## src/include/ppq_pkg.sv

```systemverilog
// Shared constants and types of the pace pulse qualifier
package ppq_pkg;
  // Register bus address width in bits
  localparam int AXI_AW = 6;

  // Register indices; byte offset is four times the index
  localparam int IDX_CTRL     = 0;
  localparam int IDX_AMP      = 1;
  localparam int IDX_RT_MIN   = 2;
  localparam int IDX_RT_MAX   = 3;
  localparam int IDX_DUR_MIN  = 4;
  localparam int IDX_DUR_MAX  = 5;
  localparam int IDX_HOLD     = 6;
  localparam int IDX_STATUS   = 7;
  localparam int IDX_MEAS_AMP = 8;
  localparam int IDX_MEAS_RT  = 9;
  localparam int IDX_MEAS_DUR = 10;
  localparam int CFG_N        = 7;

  // Control field positions
  localparam int CTRL_EN_BIT   = 0;
  localparam int CTRL_CLR_BIT  = 1;
  localparam int CTRL_AUTO_BIT = 2;
  localparam logic [31:0] CTRL_MASK = 32'h0000_0005;

  // Status field positions
  localparam int STAT_FLAG_BIT  = 0;
  localparam int STAT_STATE_LSB = 4;

  // Reset values: control bits, then amplitude codes or clock cycles
  localparam logic [31:0] CFG_RST [CFG_N] = '{
    32'h0000_0001,
    32'h0000_0010,
    32'h0000_0004,
    32'h0000_0040,
    32'h0000_0008,
    32'h0000_0400,
    32'h0000_0100
  };

  // Bus responses
  localparam logic [1:0] RESP_OKAY   = 2'h0;
  localparam logic [1:0] RESP_DECERR = 2'h3;

  typedef enum logic [3:0] {
    ST_IDLE = 4'h1,
    ST_RISE = 4'h2,
    ST_DUR  = 4'h4,
    ST_FLAG = 4'h8
  } ppq_state_t;
endpackage

```

## src/logic/ppq_span_meter.sv

```systemverilog
// Saturating cycle meter with inclusive window compare
`timescale 1ns/1ps
`default_nettype none
module ppq_span_meter
  import ppq_pkg::*;
#(
  parameter int W = 18
) (
  // Clock and reset
  input  wire logic         mclk,
  input  wire logic         reset,
  // Control
  input  wire logic         clear,
  input  wire logic         run,
  // Window bounds, inclusive
  input  wire logic [W-1:0] win_lo,
  input  wire logic [W-1:0] win_hi,
  // Result
  output logic [W-1:0]      count,
  output logic              in_window
);
  if (W < 2 || W > 32) begin : g_chk
    $error("ppq_span_meter: W out of range");
  end

  // Saturate so a stuck input cannot wrap back into the window
  always_ff @(posedge mclk) begin
    if (reset || clear) begin
      count <= '0;
    end else if (run && count != '1) begin
      count <= count + 1'b1;
    end
  end

  assign in_window = (count >= win_lo) && (count <= win_hi);
endmodule
`default_nettype wire

```

## src/logic/ppq_top.sv

```systemverilog
// Pace pulse qualifier: sequencer, meters and register slave
// Contract
// - Pulse goes on only when its amplitude exceeds the amplitude threshold.
// - A failed amplitude check abandons the pulse and waits for the next.
// - Rise time is measured with amplitude and checked against a window.
// - Rise time outside the window: no duration measurement, wait again.
// - Duration measurement starts only when amplitude and rise time pass; here u_dur counts from pulse start.
// - After both checks pass, duration is measured and window-checked.
// - Duration inside its window raises the pace detect flag.
// - After detection, host or internal reset restarts the search.
// - Duration outside its window: no flag, wait for another pulse.
// - The result reaches the host as one digital output level.
// - Host configures and reads back the device as bus master.
//
// The AXI4-Lite register port and the address map were left to the implementer.
`timescale 1ns/1ps
`default_nettype none
module ppq_top
  import ppq_pkg::*;
#(
  parameter int AMP_W = 12,
  parameter int CNT_W = 18
) (
  // Clock and reset
  input  wire logic              mclk,
  input  wire logic              reset,
  // Conditioned pulse from the analog front
  input  wire logic              pulse_present,
  input  wire logic              pulse_peak,
  input  wire logic [AMP_W-1:0]  amp_value,
  // Host connector lines
  input  wire logic              host_reset,
  output logic                   pace_pulse,
  // AXI4-Lite write channels
  input  wire logic [AXI_AW-1:0] s_axi_awaddr,
  input  wire logic              s_axi_awvalid,
  output logic                   s_axi_awready,
  input  wire logic [31:0]       s_axi_wdata,
  input  wire logic [3:0]        s_axi_wstrb,
  input  wire logic              s_axi_wvalid,
  output logic                   s_axi_wready,
  output logic [1:0]             s_axi_bresp,
  output logic                   s_axi_bvalid,
  input  wire logic              s_axi_bready,
  // AXI4-Lite read channels
  input  wire logic [AXI_AW-1:0] s_axi_araddr,
  input  wire logic              s_axi_arvalid,
  output logic                   s_axi_arready,
  output logic [31:0]            s_axi_rdata,
  output logic [1:0]             s_axi_rresp,
  output logic                   s_axi_rvalid,
  input  wire logic              s_axi_rready
);
  if (AMP_W < 1 || AMP_W > 32 || CNT_W < 2 || CNT_W > 32) begin : g_chk
    $error("ppq_top: unsupported width");
  end

  localparam logic [31:0] AMP_MASK = 32'((64'h1 << AMP_W) - 64'h1);
  localparam logic [31:0] CNT_MASK = 32'((64'h1 << CNT_W) - 64'h1);

  ppq_state_t        state;
  ppq_state_t        next_state;
  logic [31:0]       cfg [CFG_N];
  logic [AXI_AW-1:0] aw_addr_q;
  logic [31:0]       w_data_q;
  logic [3:0]        w_strb_q;
  logic [3:0]        wr_idx;
  logic [3:0]        rd_idx;
  logic              wr_go;
  logic [31:0]       rd_word;
  logic              sw_clear;
  logic              pulse_prev;
  logic              start_evt;
  logic [AMP_W-1:0]  peak_q;
  logic [AMP_W-1:0]  next_peak;
  logic              amp_ok;
  logic              rt_ok;
  logic              dur_ok;
  logic              hold_done;
  logic              det_evt;
  logic              clr_evt;
  logic [CNT_W-1:0]  rise_count;
  logic [CNT_W-1:0]  dur_count;
  logic [AMP_W-1:0]  meas_amp;
  logic [CNT_W-1:0]  meas_rt;
  logic [CNT_W-1:0]  meas_dur;

  // Register bus write side
  // bus target
  assign wr_idx = aw_addr_q[5:2];
  assign wr_go  = !s_axi_awready && !s_axi_wready && !s_axi_bvalid;

  always_ff @(posedge mclk) begin
    if (reset) begin
      s_axi_awready <= 1'b1;
      s_axi_wready  <= 1'b1;
      s_axi_bvalid  <= 1'b0;
      s_axi_bresp   <= RESP_OKAY;
      aw_addr_q     <= '0;
      w_data_q      <= 32'h0;
      w_strb_q      <= 4'h0;
    end else begin
      if (s_axi_awvalid && s_axi_awready) begin
        s_axi_awready <= 1'b0;
        aw_addr_q     <= s_axi_awaddr;
      end
      if (s_axi_wvalid && s_axi_wready) begin
        s_axi_wready <= 1'b0;
        w_data_q     <= s_axi_wdata;
        w_strb_q     <= s_axi_wstrb;
      end
      if (wr_go) begin
        s_axi_bvalid <= 1'b1;
        s_axi_bresp  <= (wr_idx <= 4'(IDX_MEAS_DUR)) ? RESP_OKAY
                                                     : RESP_DECERR;
      end
      if (s_axi_bvalid && s_axi_bready) begin
        s_axi_bvalid  <= 1'b0;
        s_axi_awready <= 1'b1;
        s_axi_wready  <= 1'b1;
      end
    end
  end

  // Writable registers; read-only ones ignore writes
  for (genvar i = 0; i < CFG_N; i++) begin : g_cfg
    localparam logic [31:0] MASK = (i == IDX_CTRL) ? CTRL_MASK :
                                   (i == IDX_AMP)  ? AMP_MASK : CNT_MASK;
    always_ff @(posedge mclk) begin
      if (reset) begin
        cfg[i] <= CFG_RST[i];
      end else if (wr_go && wr_idx == 4'(i)) begin
        for (int b = 0; b < 4; b++) begin
          if (w_strb_q[b]) begin
            cfg[i][8*b +: 8] <= w_data_q[8*b +: 8] & MASK[8*b +: 8];
          end
        end
      end
    end
  end

  // Clear bit acts on write and is never stored
  assign sw_clear = wr_go && wr_idx == 4'(IDX_CTRL) && w_strb_q[0]
                    && w_data_q[CTRL_CLR_BIT];

  // Register bus read side
  assign rd_idx = s_axi_araddr[5:2];

  always_comb begin
    rd_word = 32'h0;
    if (rd_idx < 4'(CFG_N)) begin
      rd_word = cfg[3'(rd_idx)];
    end else if (rd_idx == 4'(IDX_STATUS)) begin
      rd_word[STAT_FLAG_BIT] = pace_pulse;
      rd_word[STAT_STATE_LSB +: 4] = state;
    end else if (rd_idx == 4'(IDX_MEAS_AMP)) begin
      rd_word[AMP_W-1:0] = meas_amp;
    end else if (rd_idx == 4'(IDX_MEAS_RT)) begin
      rd_word[CNT_W-1:0] = meas_rt;
    end else if (rd_idx == 4'(IDX_MEAS_DUR)) begin
      rd_word[CNT_W-1:0] = meas_dur;
    end
  end

  always_ff @(posedge mclk) begin
    if (reset) begin
      s_axi_arready <= 1'b1;
      s_axi_rvalid  <= 1'b0;
      s_axi_rdata   <= 32'h0;
      s_axi_rresp   <= RESP_OKAY;
    end else if (s_axi_arvalid && s_axi_arready) begin
      s_axi_arready <= 1'b0;
      s_axi_rvalid  <= 1'b1;
      s_axi_rdata   <= rd_word;
      s_axi_rresp   <= (rd_idx <= 4'(IDX_MEAS_DUR)) ? RESP_OKAY
                                                    : RESP_DECERR;
    end else if (s_axi_rvalid && s_axi_rready) begin
      s_axi_rvalid  <= 1'b0;
      s_axi_arready <= 1'b1;
    end
  end

  // Only a fresh rising edge starts an attempt, never a pulse tail
  always_ff @(posedge mclk) begin
    if (reset) begin
      pulse_prev <= 1'b0;
    end else begin
      pulse_prev <= pulse_present;
    end
  end
  assign start_evt = pulse_present && !pulse_prev;

  assign next_peak = (amp_value > peak_q) ? amp_value : peak_q;
  assign amp_ok    = next_peak > cfg[IDX_AMP][AMP_W-1:0];

  always_ff @(posedge mclk) begin
    if (reset || state != ST_RISE) begin
      peak_q <= '0;
    end else begin
      peak_q <= next_peak;
    end
  end

  ppq_span_meter #(.W(CNT_W)) u_rise (
    .mclk      (mclk),
    .reset     (reset),
    .clear     (state == ST_IDLE),
    .run       (state == ST_RISE),
    .win_lo    (cfg[IDX_RT_MIN][CNT_W-1:0]),
    .win_hi    (cfg[IDX_RT_MAX][CNT_W-1:0]),
    .count     (rise_count),
    .in_window (rt_ok)
  );

  ppq_span_meter #(.W(CNT_W)) u_dur (
    .mclk      (mclk),
    .reset     (reset),
    .clear     (state == ST_IDLE),
    .run       (state == ST_RISE || state == ST_DUR),
    .win_lo    (cfg[IDX_DUR_MIN][CNT_W-1:0]),
    .win_hi    (cfg[IDX_DUR_MAX][CNT_W-1:0]),
    .count     (dur_count),
    .in_window (dur_ok)
  );

  // Internal reset source: flag hold timer
  ppq_span_meter #(.W(CNT_W)) u_hold (
    .mclk      (mclk),
    .reset     (reset),
    .clear     (state != ST_FLAG),
    .run       (state == ST_FLAG),
    .win_lo    (cfg[IDX_HOLD][CNT_W-1:0]),
    .win_hi    (CNT_W'(CNT_MASK)),
    .count     (),
    .in_window (hold_done)
  );

  assign det_evt = state == ST_DUR && !pulse_present && dur_ok;
  assign clr_evt = host_reset || sw_clear
                   || (cfg[IDX_CTRL][CTRL_AUTO_BIT] && hold_done);

  always_comb begin
    next_state = state;
    unique case (state)
      ST_IDLE: begin
        if (cfg[IDX_CTRL][CTRL_EN_BIT] && start_evt) begin
          next_state = ST_RISE;
        end
      end
      ST_RISE: begin
        if (!pulse_present) begin
          next_state = ST_IDLE;
        end else if (pulse_peak) begin
          next_state = (amp_ok && rt_ok) ? ST_DUR : ST_IDLE;
        end
      end
      ST_DUR: begin
        if (!pulse_present) begin
          next_state = dur_ok ? ST_FLAG : ST_IDLE;
        end
      end
      ST_FLAG: begin
        next_state = ST_FLAG;
      end
    endcase
    if (clr_evt && !det_evt) begin
      next_state = ST_IDLE;
    end
  end

  always_ff @(posedge mclk) begin
    if (reset) begin
      state <= ST_IDLE;
    end else begin
      state <= next_state;
    end
  end

  // flag pin mirrors the flagged state
  always_ff @(posedge mclk) begin
    if (reset) begin
      pace_pulse <= 1'b0;
    end else begin
      pace_pulse <= next_state == ST_FLAG;
    end
  end

  // Last measurements, kept for readback
  always_ff @(posedge mclk) begin
    if (reset) begin
      meas_amp <= '0;
      meas_rt  <= '0;
      meas_dur <= '0;
    end else begin
      if (state == ST_RISE && pulse_present && pulse_peak) begin
        meas_amp <= next_peak;
        meas_rt  <= rise_count;
      end
      if (state == ST_DUR && !pulse_present) begin
        meas_dur <= dur_count;
      end
    end
  end
endmodule
`default_nettype wire

```

## config.mk

```make
export PLATFORM = sky130hd
export DESIGN_NAME = ppq_top
export DESIGN_NICKNAME = d
export VERILOG_FILES = /design/src/include/ppq_pkg.sv /design/src/logic/ppq_span_meter.sv /design/src/logic/ppq_top.sv
export SDC_FILE = /design/constraint.sdc
export NUM_CORES = 1
export LEC_CHECK = 0
export ABC_AREA = 1
export CORE_MARGIN = 2
export CORE_UTILIZATION = 30
export DETAILED_ROUTE_END_ITERATION = 10
export DONT_BUFFER_PORTS = 1
export SYNTH_ARGS = -nofsm -noshare
export SYNTH_HDL_FRONTEND = slang
export SYNTH_HIERARCHICAL = 1
export SYNTH_SLANG_ARGS = --single-unit
```

## constraint.sdc

```tcl
create_clock -name mclk -period 3.48 [get_ports mclk]
set_input_delay 0.348 -clock mclk [delete_from_list [all_inputs] [get_ports mclk]]
set_output_delay 0.348 -clock mclk [all_outputs]
set_load 0.05 [all_outputs]
```

==> results by group <==
Synth
  • Post-Syn Area: 16590 sq um
  • Synth Register Bits: 274
  • Syn_area_per_cell: 7.488 sq um
  • Synth warn: 6
  • Sequential share of the synthesized area: 0.3935
  • Main flop type after synthesis: dfxtp_1
  • Cell count after synthesis: 2215
  • Distinct cells, synth: 47
  • EDFF count, synth: 104
  • Ys async rst share: 0

Power and ir drop
  • Clock power share: 0.447
  • P_int: 5.542 mW
  • Pwr per Cell Area: 411.6 nW/um^2
  • P_sw: 2.022 mW
  • Gate power share: 0.080
  • Switching share of total power: 0.2673
  • Cell leakage power: 7.952 nW
  • Power, Total: 7.563 mW
  • Max VDD drop: 343.1 uV
  • Flop pwr share: 0.473

Global routing
  • GR met2 Demand/Resource: 0.2874
  • GR Layer Usage met3: 0.02656
  • Vias in the first global route: 13590
  • Initial antenna violation count: 0
  • Largest net degree at the start of global routing: 89
  • GRT busiest layer: met2
  • Total gr overflow: 0
  • First-pass GRT wire length: 75890 microns
  • Tot GR Track Use: 0.1723
  • M1 GR Usage: 0.2263

Floorplanning
  • Overall die area: 57180 sq um
  • Core area: 54880 sq um
  • Starting Density: 0.3022
  • I/O pins: 112
  • Row Count: 86
  • DIE WIDTH: 239.1 microns
  • Die span in y: 239.1 microns

Worst setup path
  • Buf/Inv on CP: 3
  • CP max stage cell: o21ai_0
  • CP Class: reg2reg
  • Most used cell, CP: nand2_1
  • CP Data Required Time: 3950 ps
  • FF-to-FF End: pace_pulse
  • Crit-path leading delay family: simple AND/OR/NAND/NOR gates
  • Crit-path max cell delay: 450 ps
  • Setup crit end kind: flip-flop
  • CP Cell Sequence: inv_1 > ha_1 > nand2_1 > o21ai_0 > nand2_1 > nand3_1 > nand2_2 > o21ai_0 > inv_1 > ha_1 > nand2_1 > inv_1 > nand2_1 > nor2_1 > nand2_1 > nand3_1 > nand2_1 > nand2_1 > nand2_1 > nand2_1 > nand3_1 > nor2_1
  • R2R Setup Slk: 390 ps
  • R2r startpoint: peak_q[7]
  • Crit start category: flip-flop
  • FF-to-FF path depth: 22
  • Critical Path AT: 3550 ps
  • Worst-path fanout max: 24

Flow run
  • Max-cap violations: 0

Timing
  • Rel. slew slack: 0.3251
  • Finish-stage setup viols: 0
  • Slew of the pin with the lowest slew margin: 1011 ps
  • Fin Setup TNS: 0 ps
  • Fmax: 323.8 MHz
  • Post-layout min period: 3088 ps
  • Worst-case clock skew: 22.51 ps
  • RSZ-0062 raised after global routing: false
  • Slew Viols, Final: 0
  • Tcrit/Tclk final: 0.8874
  • Hold Vio Cnt, Final: 0

Detailed routing
  • Antenna-violating nets left: 0
  • Routed WL: 49250 microns
  • Residual DRC: 0
  • Via count: 14360
  • Via count normalized by instance count: 4.862
  • Routed WL per cell: 16.67 microns
  • First DRT Iteration DRCs: 1255
  • Pre-antenna DRT Iters: 6

CTS
  • Cts bufs inserted: 34
  • Clk slew on worst S/H paths: 60 ps
  • Clock H-tree levels: 2
  • Num Clock Sinks: 274
  • Maximum clock insertion buffer count: 3
  • Clk_lat worst skew: 540 ps
  • CTS tree: built
  • Root Driver: clkbuf_16

Final layout
  • Total area of sequential cells: 6526 sq um
  • Ant diodes: 0
  • Layout area overhead: 10.78%
  • Area of the multi-input gates: 8407 sq um
  • Fillers: 5794
  • Design area: 18370 sq um
  • Nets: 2431
  • Finished Layout Cells: 2954
  • Share of layout cells above drive strength 1: 0.07244

Place
  • RePlAce Congestion: 0.8998
  • # port buffers: 0
  • Final HPWL DP: 36930 microns
  • Post-DP Area: 17220 sq um
  • Placed insts: 2883

Min path
  • Worst min-delay path startpoint: s_axi_wdata[11]
  • Hold Path Depth: 2
  • Hold-critical path endpoint: w_data_q[11]
  • Worst Hold Class: in2reg

Status
  • Status: finished, final reports clean
==> cells in the final DEF, fill, tap and decap left out, types with 12 or more instances in the layout <==
cell type  synthesis  layout
xor2_1            18      18
o22ai_1           17      17
dfxtp_1          170     170
inv_2             12      12
nand2_2           29      29
conb_1             2      32
nand3_1           83      83
nand4_1           30      30
edfxtp_1         104     104
a21oi_1          147     147
o21a_1            14      14
nand2_1          514     514
a21oi_2           30      30
xnor2_1           12      12
clkbuf_16          0      36
nor2_1           272     272
o21ai_0          118     117
inv_1            330     330
ha_1             135     135
==> logic make-up (layout without fill, tap and decap cells) <==
kind of cell | after synthesis | after routing | synth area share
adder cells (fa/ha/maj) | 135 | 135 | 0.1018
AO/OA/AOI/OAI | 370 | 370 | 0.1282
AND/OR/NAND/NOR | 980 | 980 | 0.2538
flip-flops | 274 | 274 | 0.3935
buffers and inverters | 424 | 429 | 0.1064
other | 2 | 32 | 0.0004528
XOR/XNOR | 30 | 30 | 0.01584
==> cells in the mapped netlist (17+ instances only) <==
library cell / count / share of area
nand2_1: 514 / 0.12
inv_1: 330 / 0.075
nor2_1: 272 / 0.062
dfxtp_1: 170 / 0.21
a21oi_1: 147 / 0.044
ha_1: 135 / 0.10
o21ai_0: 118 / 0.036
edfxtp_1: 104 / 0.19
nand3_1: 83 / 0.025
clkbuf_1: 37 / 0.0084
a21oi_2: 30 / 0.016
nand4_1: 30 / 0.011
nand2_2: 29 / 0.011
xor2_1: 18 / 0.0095
buf_4: 17 / 0.0077
o22ai_1: 17 / 0.0064
==> worst max-delay path by stage <==
stage / endpoint / slack (ps) / from / cells past startpoint
floorplan: pace_pulse / 890 / amp_value[11] / 21
CTS: pace_pulse / 340 / peak_q[7] / 22
global placement: pace_pulse / 440 / amp_value[7] / 21
global route: pace_pulse / 2 / peak_q[7] / 22
finish: pace_pulse / 390 / peak_q[7] / 22
detailed placement: pace_pulse / 350 / peak_q[7] / 22
==> power groups by stage <==
stage                     clock network (mW)  registers [mW]  logic [mW]
final                                   3.38            3.58       0.604
after global routing                    3.56            3.58       0.677
after CTS                               3.43            3.58       0.597
after detailed placement                   0            3.64       0.580
after global placement                     0            3.64       0.563
after floorplan                            0            3.60       0.458
==> layer usage <==
layer / routed length [microns] / part of all wire
met5: 0 / 0
met4: 1506 / 0.031
met3: 3509 / 0.071
met2: 22850 / 0.46
met1: 21380 / 0.43
==> flip-flops by register name (all words and copies together) (netlist names), 3 cells and up <==
register / flops
meas_rt: 18
meas_dur: 18
w_data_q: 18
meas_amp: 12
u_rise/count: 18
aw_addr_q: 4
u_hold/count: 18
cfg: 104
u_dur/count: 18
s_axi_rdata: 18
state: 4
w_strb_q: 3
peak_q: 12
==> per-stage QoR <==
stage                     setup WS (ps)    util  hold slack [ps]
after floorplan                   891.3       -            429.4
after global placement            440.6  0.3138            435.2
after detailed placement          353.1  0.3138            435.3
after CTS                         342.9  0.3348            1.877
after global routing              2.066  0.3348            24.59
final                             391.9  0.3348            13.55
==> final cells by class <==
| class | instances | share of cell area |
|---|---|---|
| repair buffers | 22 | 0.01117 |
| clock inverters | 10 | 0.003269 |
| inverters | 347 | 0.07137 |
| multi-input cells | 1547 | 0.4575 |
| well taps | 704 | 0.04794 |
| flip-flops and latches | 274 | 0.3552 |
| clock buffers | 50 | 0.05352 |
==> timing repair <==
| item | in CTS | in global routing |
|---|---|---|
| gates resized for setup | 0 | 1 |
| endpoints found under the hold margin | 20 | 0 |
| setup endpoints to repair | 0 | 2 |
| hold buffers | 11 | 0 |
| buffers inserted | 0 | 0 |
(Power assumes the default switching activity.)
